**src/inc/protect_ctl_pkg.sv**
```systemverilog
package protect_ctl_pkg;

  ////////////////////////////////////////////////////////////////////////////
  // flash bus geometry
  localparam int FLASH_AW = 23;
  localparam int PW_BYTES = 8;
  localparam int UNLOCK_CYCLES = 11;

  ////////////////////////////////////////////////////////////////////////////
  // apb register map of the controller
  localparam logic [7:0] OFS_CTRL   = 8'h00;
  localparam logic [7:0] OFS_ADDR   = 8'h04;
  localparam logic [7:0] OFS_DATA   = 8'h08;
  localparam logic [7:0] OFS_PW_LO  = 8'h0c;
  localparam logic [7:0] OFS_PW_HI  = 8'h10;
  localparam logic [7:0] OFS_STATUS = 8'h14;
  localparam logic [7:0] OFS_RDATA  = 8'h18;

  // ctrl fields
  localparam int CTRL_OP_LSB  = 0;
  localparam int CTRL_SEL_LSB = 4;
  // status fields
  localparam int STAT_BUSY_BIT = 0;
  localparam int STAT_ERR_BIT  = 1;
  localparam int STAT_ACT_BIT  = 3;
  localparam int STAT_SET_LSB  = 4;
  localparam int STAT_PROT_BIT = 8;

  ////////////////////////////////////////////////////////////////////////////
  // operations software may start
  localparam logic [3:0] OP_ENTER      = 4'h0;
  localparam logic [3:0] OP_EXIT       = 4'h1;
  localparam logic [3:0] OP_RESET      = 4'h2;
  localparam logic [3:0] OP_PROGRAM    = 4'h3;
  localparam logic [3:0] OP_PROT_SET   = 4'h4;
  localparam logic [3:0] OP_DYN_CLR    = 4'h5;
  localparam logic [3:0] OP_ERASE      = 4'h6;
  localparam logic [3:0] OP_STATUS     = 4'h7;
  localparam logic [3:0] OP_PW_READ    = 4'h8;
  localparam logic [3:0] OP_UNLOCK     = 4'h9;
  localparam logic [3:0] OP_ARRAY_READ = 4'ha;

  // command set selection
  localparam logic [2:0] SEL_LOCK     = 3'h0;
  localparam logic [2:0] SEL_PASSWORD = 3'h1;
  localparam logic [2:0] SEL_PERSIST  = 3'h2;
  localparam logic [2:0] SEL_FREEZE   = 3'h3;
  localparam logic [2:0] SEL_DYNAMIC  = 3'h4;

  ////////////////////////////////////////////////////////////////////////////
  // bus cycle codes
  localparam logic [11:0] ADDR_AAA = 12'haaa;
  localparam logic [11:0] ADDR_555 = 12'h555;
  localparam logic [7:0]  UNLOCK1_DATA   = 8'haa;
  localparam logic [7:0]  UNLOCK2_DATA   = 8'h55;
  localparam logic [7:0]  CODE_LOCK      = 8'h40;
  localparam logic [7:0]  CODE_PASSWORD  = 8'h60;
  localparam logic [7:0]  CODE_PERSIST   = 8'hc0;
  localparam logic [7:0]  CODE_FREEZE    = 8'h50;
  localparam logic [7:0]  CODE_DYNAMIC   = 8'he0;
  localparam logic [7:0]  EXIT1_DATA     = 8'h90;
  localparam logic [7:0]  EXIT2_DATA     = 8'h00;
  localparam logic [7:0]  RESET_DATA     = 8'hf0;
  localparam logic [7:0]  PROGRAM_DATA   = 8'ha0;
  localparam logic [7:0]  PROT_SET_DATA  = 8'h00;
  localparam logic [7:0]  DYN_CLR_DATA   = 8'h01;
  localparam logic [7:0]  ERASE1_DATA    = 8'h80;
  localparam logic [7:0]  ERASE2_DATA    = 8'h30;
  localparam logic [7:0]  PW_UNLOCK1     = 8'h25;
  localparam logic [7:0]  PW_UNLOCK2     = 8'h03;
  localparam logic [7:0]  PW_UNLOCK_END  = 8'h29;

  ////////////////////////////////////////////////////////////////////////////
  // timing, least times rounded up to whole ref_clk cycles
  localparam int CLK_PERIOD_NS = 25;
  localparam int T_SETUP_NS    = 25;
  localparam int T_WP_NS       = 35;
  localparam int T_RECOVER_NS  = 20;
  localparam int T_ACC_NS      = 70;
  localparam int SETUP_CYC   = (T_SETUP_NS + CLK_PERIOD_NS - 1) / CLK_PERIOD_NS;
  localparam int WP_CYC      = (T_WP_NS + CLK_PERIOD_NS - 1) / CLK_PERIOD_NS;
  localparam int RECOVER_CYC = (T_RECOVER_NS + CLK_PERIOD_NS - 1) / CLK_PERIOD_NS;
  localparam int ACC_CYC     = (T_ACC_NS + CLK_PERIOD_NS - 1) / CLK_PERIOD_NS;

  ////////////////////////////////////////////////////////////////////////////
  // carriers
  typedef struct packed {
    logic [FLASH_AW-1:0] addr;
    logic [7:0]          dq_out;
    logic                dq_oe;
    logic                ce_n;
    logic                we_n;
    logic                oe_n;
  } flash_pins_s;

  typedef struct packed {
    logic                wr;
    logic [FLASH_AW-1:0] addr;
    logic [7:0]          data;
  } cycle_s;

endpackage : protect_ctl_pkg

```
**src/hw/flash_cycle_engine.sv**
```systemverilog
`timescale 1ns/10ps
module flash_cycle_engine
  import protect_ctl_pkg::*;
#(
  parameter int CNT_W = 4
)(
  // clock and reset
  input  wire logic        ref_clk,
  input  wire logic        rstn,
  // cycle request
  input  wire logic        start,
  input  wire cycle_s      cyc,
  output logic             done,
  output logic [7:0]       rdata,
  // flash pins
  output flash_pins_s      pins,
  input  wire logic [7:0]  dq_in
);

  generate
    if (CNT_W < 1 || ACC_CYC > (1 << CNT_W) || WP_CYC > (1 << CNT_W) ||
        SETUP_CYC > (1 << CNT_W) || RECOVER_CYC > (1 << CNT_W))
    begin : g_bad_cnt
      $error("counter too narrow for cycle timing");
    end
  endgenerate

  typedef enum logic [1:0] {E_IDLE, E_SETUP, E_STROBE, E_RECOVER} eng_e;

  typedef struct packed {
    eng_e             st;
    logic [CNT_W-1:0] cnt;
    logic             wr;
    flash_pins_s      pins;
    logic [7:0]       rdata;
    logic             done;
  } eng_s;

  localparam eng_s ENG_RESET = '{st: E_IDLE, cnt: '0, wr: 1'b0,
    pins: '{addr: '0, dq_out: 8'h00, dq_oe: 1'b0, ce_n: 1'b1, we_n: 1'b1, oe_n: 1'b1},
    rdata: 8'h00, done: 1'b0};

  eng_s s_r;
  eng_s s_nxt;

  ////////////////////////////////////////////////////////////////////////////
  always_comb
  begin
    s_nxt      = s_r;
    s_nxt.done = 1'b0;
    case (s_r.st)
      E_IDLE:
      begin
        if (start)
        begin
          s_nxt.wr          = cyc.wr;
          s_nxt.pins.addr   = cyc.addr;
          s_nxt.pins.dq_out = cyc.data;
          s_nxt.pins.dq_oe  = cyc.wr;
          s_nxt.pins.ce_n   = 1'b0;
          s_nxt.cnt         = CNT_W'(SETUP_CYC - 1);
          s_nxt.st          = E_SETUP;
        end
      end
      E_SETUP:
      begin
        if (s_r.cnt == '0)
        begin
          // address has settled, now the strobe
          s_nxt.pins.we_n = ~s_r.wr;
          s_nxt.pins.oe_n = s_r.wr;
          s_nxt.cnt       = s_r.wr ? CNT_W'(WP_CYC - 1) : CNT_W'(ACC_CYC - 1);
          s_nxt.st        = E_STROBE;
        end
        else
          s_nxt.cnt = s_r.cnt - 1'b1;
      end
      E_STROBE:
      begin
        if (s_r.cnt == '0)
        begin
          s_nxt.pins.we_n = 1'b1;
          s_nxt.pins.oe_n = 1'b1;
          // data is sampled at the end of the access time, before oe rises
          if (!s_r.wr)
            s_nxt.rdata = dq_in;
          s_nxt.cnt = CNT_W'(RECOVER_CYC - 1);
          s_nxt.st  = E_RECOVER;
        end
        else
          s_nxt.cnt = s_r.cnt - 1'b1;
      end
      E_RECOVER:
      begin
        if (s_r.cnt == '0)
        begin
          s_nxt.pins.ce_n  = 1'b1;
          s_nxt.pins.dq_oe = 1'b0;
          s_nxt.done       = 1'b1;
          s_nxt.st         = E_IDLE;
        end
        else
          s_nxt.cnt = s_r.cnt - 1'b1;
      end
      default:
        s_nxt = ENG_RESET;
    endcase
  end

  always_ff @(posedge ref_clk or negedge rstn)
  begin
    if (!rstn)
      s_r <= ENG_RESET;
    else
      s_r <= s_nxt;
  end

  assign pins  = s_r.pins;
  assign done  = s_r.done;
  assign rdata = s_r.rdata;

endmodule : flash_cycle_engine

```
**src/hw/protect_cmd_host.sv**
```systemverilog
// Function
// enter a command set with AA@AAA, 55@555, then the set code @AAA
// set codes: 40 lock, 60 password, C0 persistent, 50 freeze, E0 dynamic
// leave a command set with 90 then 00 at any address
// a single F0 write also leaves the set; always exit before other work
// each password byte is programmed with A0 then the byte value
// password bytes sit at addresses 00 to 07 of sector zero
// password read is eight reads at 00 to 07, full address driven
// unlock: 25, 03 at 00, eight password bytes, then 29 at 00
// persistent protect bit set: A0 then 00 inside the sector
// erase all persistent bits: 80 then 30 at 00
// protection status read gives data bit zero low when protected
// freeze bit set with A0 then 00; one read returns it on bit zero
// dynamic bit: A0,00 sets, A0,01 clears; accelerate input high when setting
// any address inside a sector names it; undefined bits are ignored
// host never issues wrong or out-of-order cycles; F0 recovers the device
// plain array reads need no command cycles
// sector is chosen by upper address bits down to 15 or 12
// commands outside the active set are ignored; set stays until exit
//
// Our own choices: register access over APB and the placing of the registers.
`timescale 1ns/10ps
module protect_cmd_host
  import protect_ctl_pkg::*;
#(
  parameter int ADDR_W = FLASH_AW
)(
  // clock and reset
  input  wire logic        ref_clk,
  input  wire logic        rstn,
  // apb slave
  input  wire logic        psel,
  input  wire logic        penable,
  input  wire logic        pwrite,
  input  wire logic [7:0]  paddr,
  input  wire logic [31:0] pwdata,
  output logic [31:0]      prdata,
  output logic             pready,
  output logic             pslverr,
  // flash pins
  output flash_pins_s      flash,
  input  wire logic [7:0]  dq_in,
  output logic             accelerate_input
);

  generate
    if (ADDR_W != FLASH_AW)
    begin : g_bad_aw
      $error("address width must match the flash pin carrier");
    end
  endgenerate

  typedef enum logic [1:0] {S_IDLE, S_ISSUE, S_WAIT} seq_e;

  typedef struct packed {
    seq_e              st;
    logic [3:0]        op;
    logic [2:0]        sel;
    logic [3:0]        idx;
    logic              set_act;
    logic [2:0]        set_cur;
    logic [ADDR_W-1:0] addr;
    logic [7:0]        data;
    logic [63:0]       pw;
    logic [7:0]        rdata;
    logic              err;
    logic              acc;
  } host_s;

  localparam host_s HOST_RESET = '{st: S_IDLE, op: OP_RESET, sel: SEL_LOCK, idx: 4'h0,
    set_act: 1'b0, set_cur: SEL_LOCK, addr: '0, data: 8'h00, pw: 64'h0,
    rdata: 8'h00, err: 1'b0, acc: 1'b0};

  host_s       s_r;
  host_s       s_nxt;
  cycle_s      cyc;
  logic        last;
  logic        eng_done;
  logic [7:0]  eng_rdata;
  logic        wr_en;
  logic        rd_en;
  logic        legal;
  logic [3:0]  new_op;
  logic [2:0]  new_sel;
  logic [7:0]  set_code;

  ////////////////////////////////////////////////////////////////////////////
  // apb decode: no wait states
  assign pready  = 1'b1;
  assign wr_en   = psel & penable & pwrite;
  assign rd_en   = psel & penable & ~pwrite;
  assign new_op  = pwdata[CTRL_OP_LSB +: 4];
  assign new_sel = pwdata[CTRL_SEL_LSB +: 3];

  always_comb
  begin
    pslverr = 1'b0;
    prdata  = 32'h0000_0000;
    case (paddr)
      OFS_CTRL:   prdata = {25'h0, s_r.sel, s_r.op};
      OFS_ADDR:   prdata = {{(32 - ADDR_W){1'b0}}, s_r.addr};
      OFS_DATA:   prdata = {24'h0, s_r.data};
      OFS_PW_LO:  prdata = s_r.pw[31:0];
      OFS_PW_HI:  prdata = s_r.pw[63:32];
      OFS_STATUS:
      begin
        prdata[STAT_BUSY_BIT]           = (s_r.st != S_IDLE);
        prdata[STAT_ERR_BIT]            = s_r.err;
        prdata[STAT_ACT_BIT]            = s_r.set_act;
        prdata[STAT_SET_LSB +: 3]       = s_r.set_cur;
        prdata[STAT_PROT_BIT]           = ~s_r.rdata[0];
      end
      OFS_RDATA:  prdata = {24'h0, s_r.rdata};
      default:    pslverr = psel & penable;
    endcase
  end

  ////////////////////////////////////////////////////////////////////////////
  // which operations the open set accepts
  always_comb
  begin
    legal = 1'b0;
    case (new_op)
      OP_ENTER:      legal = ~s_r.set_act && (new_sel <= SEL_DYNAMIC);
      OP_EXIT:       legal = s_r.set_act;
      OP_RESET:      legal = 1'b1;
      OP_PROGRAM:    legal = s_r.set_act &&
                             (s_r.set_cur == SEL_LOCK || s_r.set_cur == SEL_PASSWORD);
      OP_PROT_SET:   legal = s_r.set_act && (s_r.set_cur == SEL_PERSIST ||
                             s_r.set_cur == SEL_FREEZE || s_r.set_cur == SEL_DYNAMIC);
      OP_DYN_CLR:    legal = s_r.set_act && (s_r.set_cur == SEL_DYNAMIC);
      OP_ERASE:      legal = s_r.set_act && (s_r.set_cur == SEL_PERSIST);
      OP_STATUS:     legal = s_r.set_act && (s_r.set_cur != SEL_PASSWORD);
      OP_PW_READ,
      OP_UNLOCK:     legal = s_r.set_act && (s_r.set_cur == SEL_PASSWORD);
      OP_ARRAY_READ: legal = ~s_r.set_act;
      default:       legal = 1'b0;
    endcase
  end

  always_comb
  begin
    case (s_r.sel)
      SEL_LOCK:     set_code = CODE_LOCK;
      SEL_PASSWORD: set_code = CODE_PASSWORD;
      SEL_PERSIST:  set_code = CODE_PERSIST;
      SEL_FREEZE:   set_code = CODE_FREEZE;
      default:      set_code = CODE_DYNAMIC;
    endcase
  end

  ////////////////////////////////////////////////////////////////////////////
  // bus cycle for the current step of the running operation
  always_comb
  begin
    cyc  = '0;
    last = 1'b0;
    case (s_r.op)
      OP_ENTER:
      begin
        cyc.wr = 1'b1;
        case (s_r.idx)
          4'h0:
          begin
            cyc.addr = ADDR_W'(ADDR_AAA);
            cyc.data = UNLOCK1_DATA;
          end
          4'h1:
          begin
            cyc.addr = ADDR_W'(ADDR_555);
            cyc.data = UNLOCK2_DATA;
          end
          default:
          begin
            cyc.addr = ADDR_W'(ADDR_AAA);
            cyc.data = set_code;
          end
        endcase
        last = (s_r.idx == 4'h2);
      end
      OP_EXIT:
      begin
        cyc.wr   = 1'b1;
        cyc.data = (s_r.idx == 4'h0) ? EXIT1_DATA : EXIT2_DATA;
        last     = (s_r.idx == 4'h1);
      end
      OP_RESET:
      begin
        cyc.wr   = 1'b1;
        cyc.data = RESET_DATA;
        last     = 1'b1;
      end
      OP_PROGRAM, OP_PROT_SET, OP_DYN_CLR:
      begin
        cyc.wr = 1'b1;
        if (s_r.idx == 4'h0)
          cyc.data = PROGRAM_DATA;
        else
        begin
          cyc.addr = s_r.addr;
          if (s_r.op == OP_PROT_SET)
            cyc.data = PROT_SET_DATA;
          else if (s_r.op == OP_DYN_CLR)
            cyc.data = DYN_CLR_DATA;
          else
            cyc.data = s_r.data;
          // password bytes live in sector zero
          if (s_r.set_cur == SEL_PASSWORD)
            cyc.addr = ADDR_W'(s_r.addr[2:0]);
        end
        last = (s_r.idx == 4'h1);
      end
      OP_ERASE:
      begin
        cyc.wr   = 1'b1;
        cyc.data = (s_r.idx == 4'h0) ? ERASE1_DATA : ERASE2_DATA;
        last     = (s_r.idx == 4'h1);
      end
      OP_PW_READ:
      begin
        cyc.addr = ADDR_W'(s_r.idx[2:0]);
        last     = (s_r.idx == 4'(PW_BYTES - 1));
      end
      OP_UNLOCK:
      begin
        cyc.wr = 1'b1;
        if (s_r.idx == 4'h0)
          cyc.data = PW_UNLOCK1;
        else if (s_r.idx == 4'h1)
          cyc.data = PW_UNLOCK2;
        else if (s_r.idx == 4'(UNLOCK_CYCLES - 1))
          cyc.data = PW_UNLOCK_END;
        else
        begin
          cyc.addr = ADDR_W'(s_r.idx - 4'h2);
          cyc.data = s_r.pw[{s_r.idx[2:0] - 3'h2, 3'b000} +: 8];
        end
        last = (s_r.idx == 4'(UNLOCK_CYCLES - 1));
      end
      default:
      begin
        // status and array reads: one read at the given address
        cyc.addr = s_r.addr;
        last     = 1'b1;
      end
    endcase
  end

  ////////////////////////////////////////////////////////////////////////////
  // sequencer and register file
  always_comb
  begin
    s_nxt = s_r;
    if (wr_en)
    begin
      case (paddr)
        OFS_ADDR:   s_nxt.addr = pwdata[ADDR_W-1:0];
        OFS_DATA:   s_nxt.data = pwdata[7:0];
        OFS_PW_LO:  if (s_r.st == S_IDLE) s_nxt.pw[31:0] = pwdata;
        OFS_PW_HI:  if (s_r.st == S_IDLE) s_nxt.pw[63:32] = pwdata;
        OFS_STATUS: if (pwdata[STAT_ERR_BIT]) s_nxt.err = 1'b0;
        default:
        begin
        end
      endcase
    end
    case (s_r.st)
      S_IDLE:
      begin
        if (wr_en && paddr == OFS_CTRL)
        begin
          // a refused order never reaches the pins
          if (!legal)
            s_nxt.err = 1'b1;
          else
          begin
            s_nxt.op  = new_op;
            s_nxt.sel = new_sel;
            s_nxt.idx = 4'h0;
            s_nxt.acc = (new_op == OP_PROT_SET) && (s_r.set_cur != SEL_FREEZE);
            s_nxt.st  = S_ISSUE;
          end
        end
      end
      S_ISSUE:
        s_nxt.st = S_WAIT;
      S_WAIT:
      begin
        if (eng_done)
        begin
          if (!cyc.wr)
          begin
            if (s_r.op == OP_PW_READ)
              s_nxt.pw[{s_r.idx[2:0], 3'b000} +: 8] = eng_rdata;
            else
              s_nxt.rdata = eng_rdata;
          end
          if (last)
          begin
            s_nxt.st  = S_IDLE;
            s_nxt.acc = 1'b0;
            if (s_r.op == OP_ENTER)
            begin
              s_nxt.set_act = 1'b1;
              s_nxt.set_cur = s_r.sel;
            end
            else if (s_r.op == OP_EXIT || s_r.op == OP_RESET)
              s_nxt.set_act = 1'b0;
          end
          else
          begin
            s_nxt.idx = s_r.idx + 4'h1;
            s_nxt.st  = S_ISSUE;
          end
        end
      end
      default:
        s_nxt = HOST_RESET;
    endcase
    // software writes to ctrl while busy are refused too
    if (wr_en && paddr == OFS_CTRL && s_r.st != S_IDLE)
      s_nxt.err = 1'b1;
  end

  always_ff @(posedge ref_clk or negedge rstn)
  begin
    if (!rstn)
      s_r <= HOST_RESET;
    else
      s_r <= s_nxt;
  end

  ////////////////////////////////////////////////////////////////////////////
  flash_cycle_engine #(
    .CNT_W (4)
  ) u_engine (
    .ref_clk (ref_clk),
    .rstn    (rstn),
    .start   (s_r.st == S_ISSUE),
    .cyc     (cyc),
    .done    (eng_done),
    .rdata   (eng_rdata),
    .pins    (flash),
    .dq_in   (dq_in)
  );

  assign accelerate_input = s_r.acc;

  // read enable kept for symmetry of decode; reads have no side effects
  logic unused_rd;
  assign unused_rd = rd_en;

endmodule : protect_cmd_host

```
**config.mk**
```make
export PLATFORM = sky130hd
export DESIGN_NAME = protect_cmd_host
export DESIGN_NICKNAME = d
export VERILOG_FILES = /design/src/inc/protect_ctl_pkg.sv /design/src/hw/flash_cycle_engine.sv /design/src/hw/protect_cmd_host.sv
export SDC_FILE = /design/constraint.sdc
export NUM_CORES = 1
export LEC_CHECK = 0
export ABC_AREA = 0
export BUFFER_PORTS_ARGS = -buffer_cell sky130_fd_sc_hd__buf_2
export CORE_MARGIN = 2
export CORE_UTILIZATION = 28
export CTS_CLUSTER_DIAMETER = 60
export DETAILED_ROUTE_END_ITERATION = 12
export PLACE_DENSITY = 0.43
export RECOVER_POWER = 100
export SKIP_LAST_GASP = 1
export SLEW_MARGIN = 20
export SYNTH_ARGS = -nofsm -noshare
export SYNTH_HDL_FRONTEND = slang
export SYNTH_HIERARCHICAL = 1
export SYNTH_SLANG_ARGS = --single-unit
```
**constraint.sdc**
```tcl
create_clock -name ref_clk -period 6.2 [get_ports ref_clk]
set_input_delay 0.62 -clock ref_clk [delete_from_list [all_inputs] [get_ports ref_clk]]
set_output_delay 0.62 -clock ref_clk [all_outputs]
set_load 0.02 [all_outputs]
```
==> out/qor.txt <==
cell count after synthesis = 1,037
crit share post-route = 0.7709
fraction of layout cells with a size suffix above 1 = 0.1677
Num CTS Buffers = 17
setup ws final = 1.421 ns
maximum VDD drop = 0.0003116 V
Util after Layout = 0.3109
gpl congestion = 0.8477
Final Cell Area = 11,600 sq um
first-pass GRT wire length = 60,050 um
largest net degree at the start of global routing = 67
core area = 37,310 sq um
most common library cells after synthesis = dfrtp_1, nand2_1, mux2i_1
Yosys top cell area share = 0.4015
Final TNS setup = 0 ns
clk buf depth = 2
crit path capture type = output port
DRT Pass-1 Iters = 8
critical-path cell list = buf_2 > or3_1 > nor4_1 > a222oi_1 > nand2_1 > clkbuf_1
failing checks = capacitance limit, slew limit
antenna cell count = 0
Ports = 123
Clock Sink Count = 173
slowest stage delay, CP = 1.88 ns
Post-Route WL = 41,070 um
Worst Path Arrival = 4.16 ns
Hold Path Class = in2reg
chip height = 198.0 um
WP data required = 5.58 ns
Setup CP Type = in2out
wire length per cell = 26.14 um
1st-iter DRT viols = 1,166
Worst Clk Skew = 0.01711 ns
Startpoint Class = input port
I/O Buffers = 121
xor/xnor cell area share of the yosys netlist = 0.001663
Synth Flop Type = dfrtp_1
ys async rst share = 1.000
Slew HR = -1.220
Adder-Cell Fraction of Synth Area = 0.02257
postcts setup bufs = 0
synthesized area per cell = 10.16 sq um
leak pwr = 5.210 nW
Die X = 198.0 um
cell accounting for the most synthesized area = dfrtp_1
final setup vio count = 0
post-synthesis compound-gate area fraction = 0.1910
Max Clk Rate = 209.2 MHz
largest family of logic cells by synthesized area = compound AO/OA/AOI/OAI gates
Syn Std Cell Area = 10,530 sq um
Area growth syn-to-layout = 10.12%
Post-Synth Simple-Gate Area = 0.1357
initial antenna violation count = 1
H-tree lvl count = 4
Clock Latency Late Sink = 0.45 ns
CTS clock-pin slew for the worst setup and hold paths = 0.07 ns
Fillers = 3,946
Post-CTS Resized = 0
Yosys cell types = 88
Crit Path Max Fanout = 9
Max Cap Viol = 5
fraction of synthesized area in multiplexers = 0.1559
number of flops mapped to enable cells by yosys = 0
Pwr Total = 4.504 mW
Period minus WS final = 4.779 ns
Via Count = 8,854
PD cells = 388.3 nW/um^2
clock root cell = clkbuf_16
NumNets Final = 1,156
DRC Markers = 0
cts hold-fix bufs = 0
Net Count, Synth = 1,109
Overall Global Routing Usage = 0.2116
dominant cell by count in the synthesized netlist = dfrtp_1
Slew Limit Fails = 162
DP HPWL = 29,970 um
CP max stage cell = nor4_1
Synth area leaders = dfrtp_1, mux2i_1, mux2_2, nand2_1, mux4_2
RSZ-0062 raised after global routing = no
pre-CTS setup slack = 2.583 ns
area of the die = 39,180 sq um
global route overflow = 0
Least-Margin Pin Slew = 3.330 ns
Final ANT Viol Nets = 0
vias in the first global route = 8,597
TritonCTS clock tree = yes
endpoints failing hold = 0
sequential cell area fraction in the yosys report = 0.4115
status = finished with violations
Yosys warning count = 6
Initial Util = 0.2823
FP Rows = 71
register bit total from synthesis = 173
Area after DPL = 11,220 sq um
vias per std cell = 5.636
==> cell type report <==
type                       count  area, sq um  area share
clock buffer                  20        466.7     0.04024
clock inverter                12        115.1    0.009924
inverter                      42        157.7     0.01359
multi-input combinational    711         5291      0.4562
sequential                   173         4334      0.3737
tap                          474        593.1     0.05113
timing repair buffer         139        640.6     0.05523
==> through the flow <==
step	hold slack (ns)	std cells
after floorplan	0.3244	1037
after global placement	0.4768	1538
after detailed placement	0.4734	1539
after CTS	0.1552	1571
after global routing	0.3782	1571
final	0.3936	1571
==> critical path, delay by kind of cell <==
kind	cells	cell delay [ns]
buf+inv	2	0.37
simple gates	3	2.70
compound gates	1	0.47
==> cell families after synthesis <==
family,after synthesis
buffers and inverters,153
muxes,138
xor gates and xnor gates,2
DFF,173
other,1
and+or+nand+nor,273
adders and majority gates,19
AOI/OAI and AO/OA,278
==> sequential cells by signal, indices dropped and copies added, names as in the netlist <==
signal            count
accelerate_input      1
s_r                 121
u_engine/done         1
u_engine/pins        35
u_engine/rdata        8
u_engine/s_r          7
==> power breakdown <==
part | switching, mW | leakage, nW | internal [mW]
Combinational | 1.30 | 2.60 | 0.605
Sequential | 0.217 | 2.34 | 1.28
Clock | 0.507 | 0.266 | 0.587
==> metal layers <==
layer | share of wire | up-vias | global-route usage
li1 | - | 3963 | -
met1 | 0.45 | 4438 | 0.2983
met2 | 0.45 | 386 | 0.3221
met3 | 0.069 | 65 | 0.04548
met4 | 0.025 | 2 | 0.06711
met5 | 0.00037 | - | 0
==> worst paths after layout <==
kind | slack, ns | startpoint | depth (start not counted) | end
min reg2reg | 0.49 | s_r[3] | 2 | s_r[3]
max in group asynchronous | 2.26 | rstn | 2 | s_r[72]
min | 0.39 | dq_in[4] | 2 | u_engine/rdata[4]
max | 1.42 | paddr[1] | 6 | prdata[2]
min in group asynchronous | 1.27 | rstn | 1 | u_engine/pins[32]
max reg2reg | 1.87 | s_r[120] | 8 | s_r[45]
==> placed cells by master, fill, tap and decap left out, types with 15 or more instances in the layout <==
cell type,synthesis,layout
a22o_1,32,32
clkbuf_1,38,74
nor2_1,38,37
mux4_2,16,16
mux2_2,44,43
inv_1,41,41
o21ai_0,37,37
o22ai_1,51,51
clkbuf_16,0,17
dfrtp_1,169,169
nand2_1,111,111
a21o_1,15,15
nand3_1,30,31
a21oi_1,43,43
mux2i_1,77,77
a222oi_1,30,30
buf_2,14,52
ha_1,19,19
Note: power is estimated with default switching activity, not from simulation.
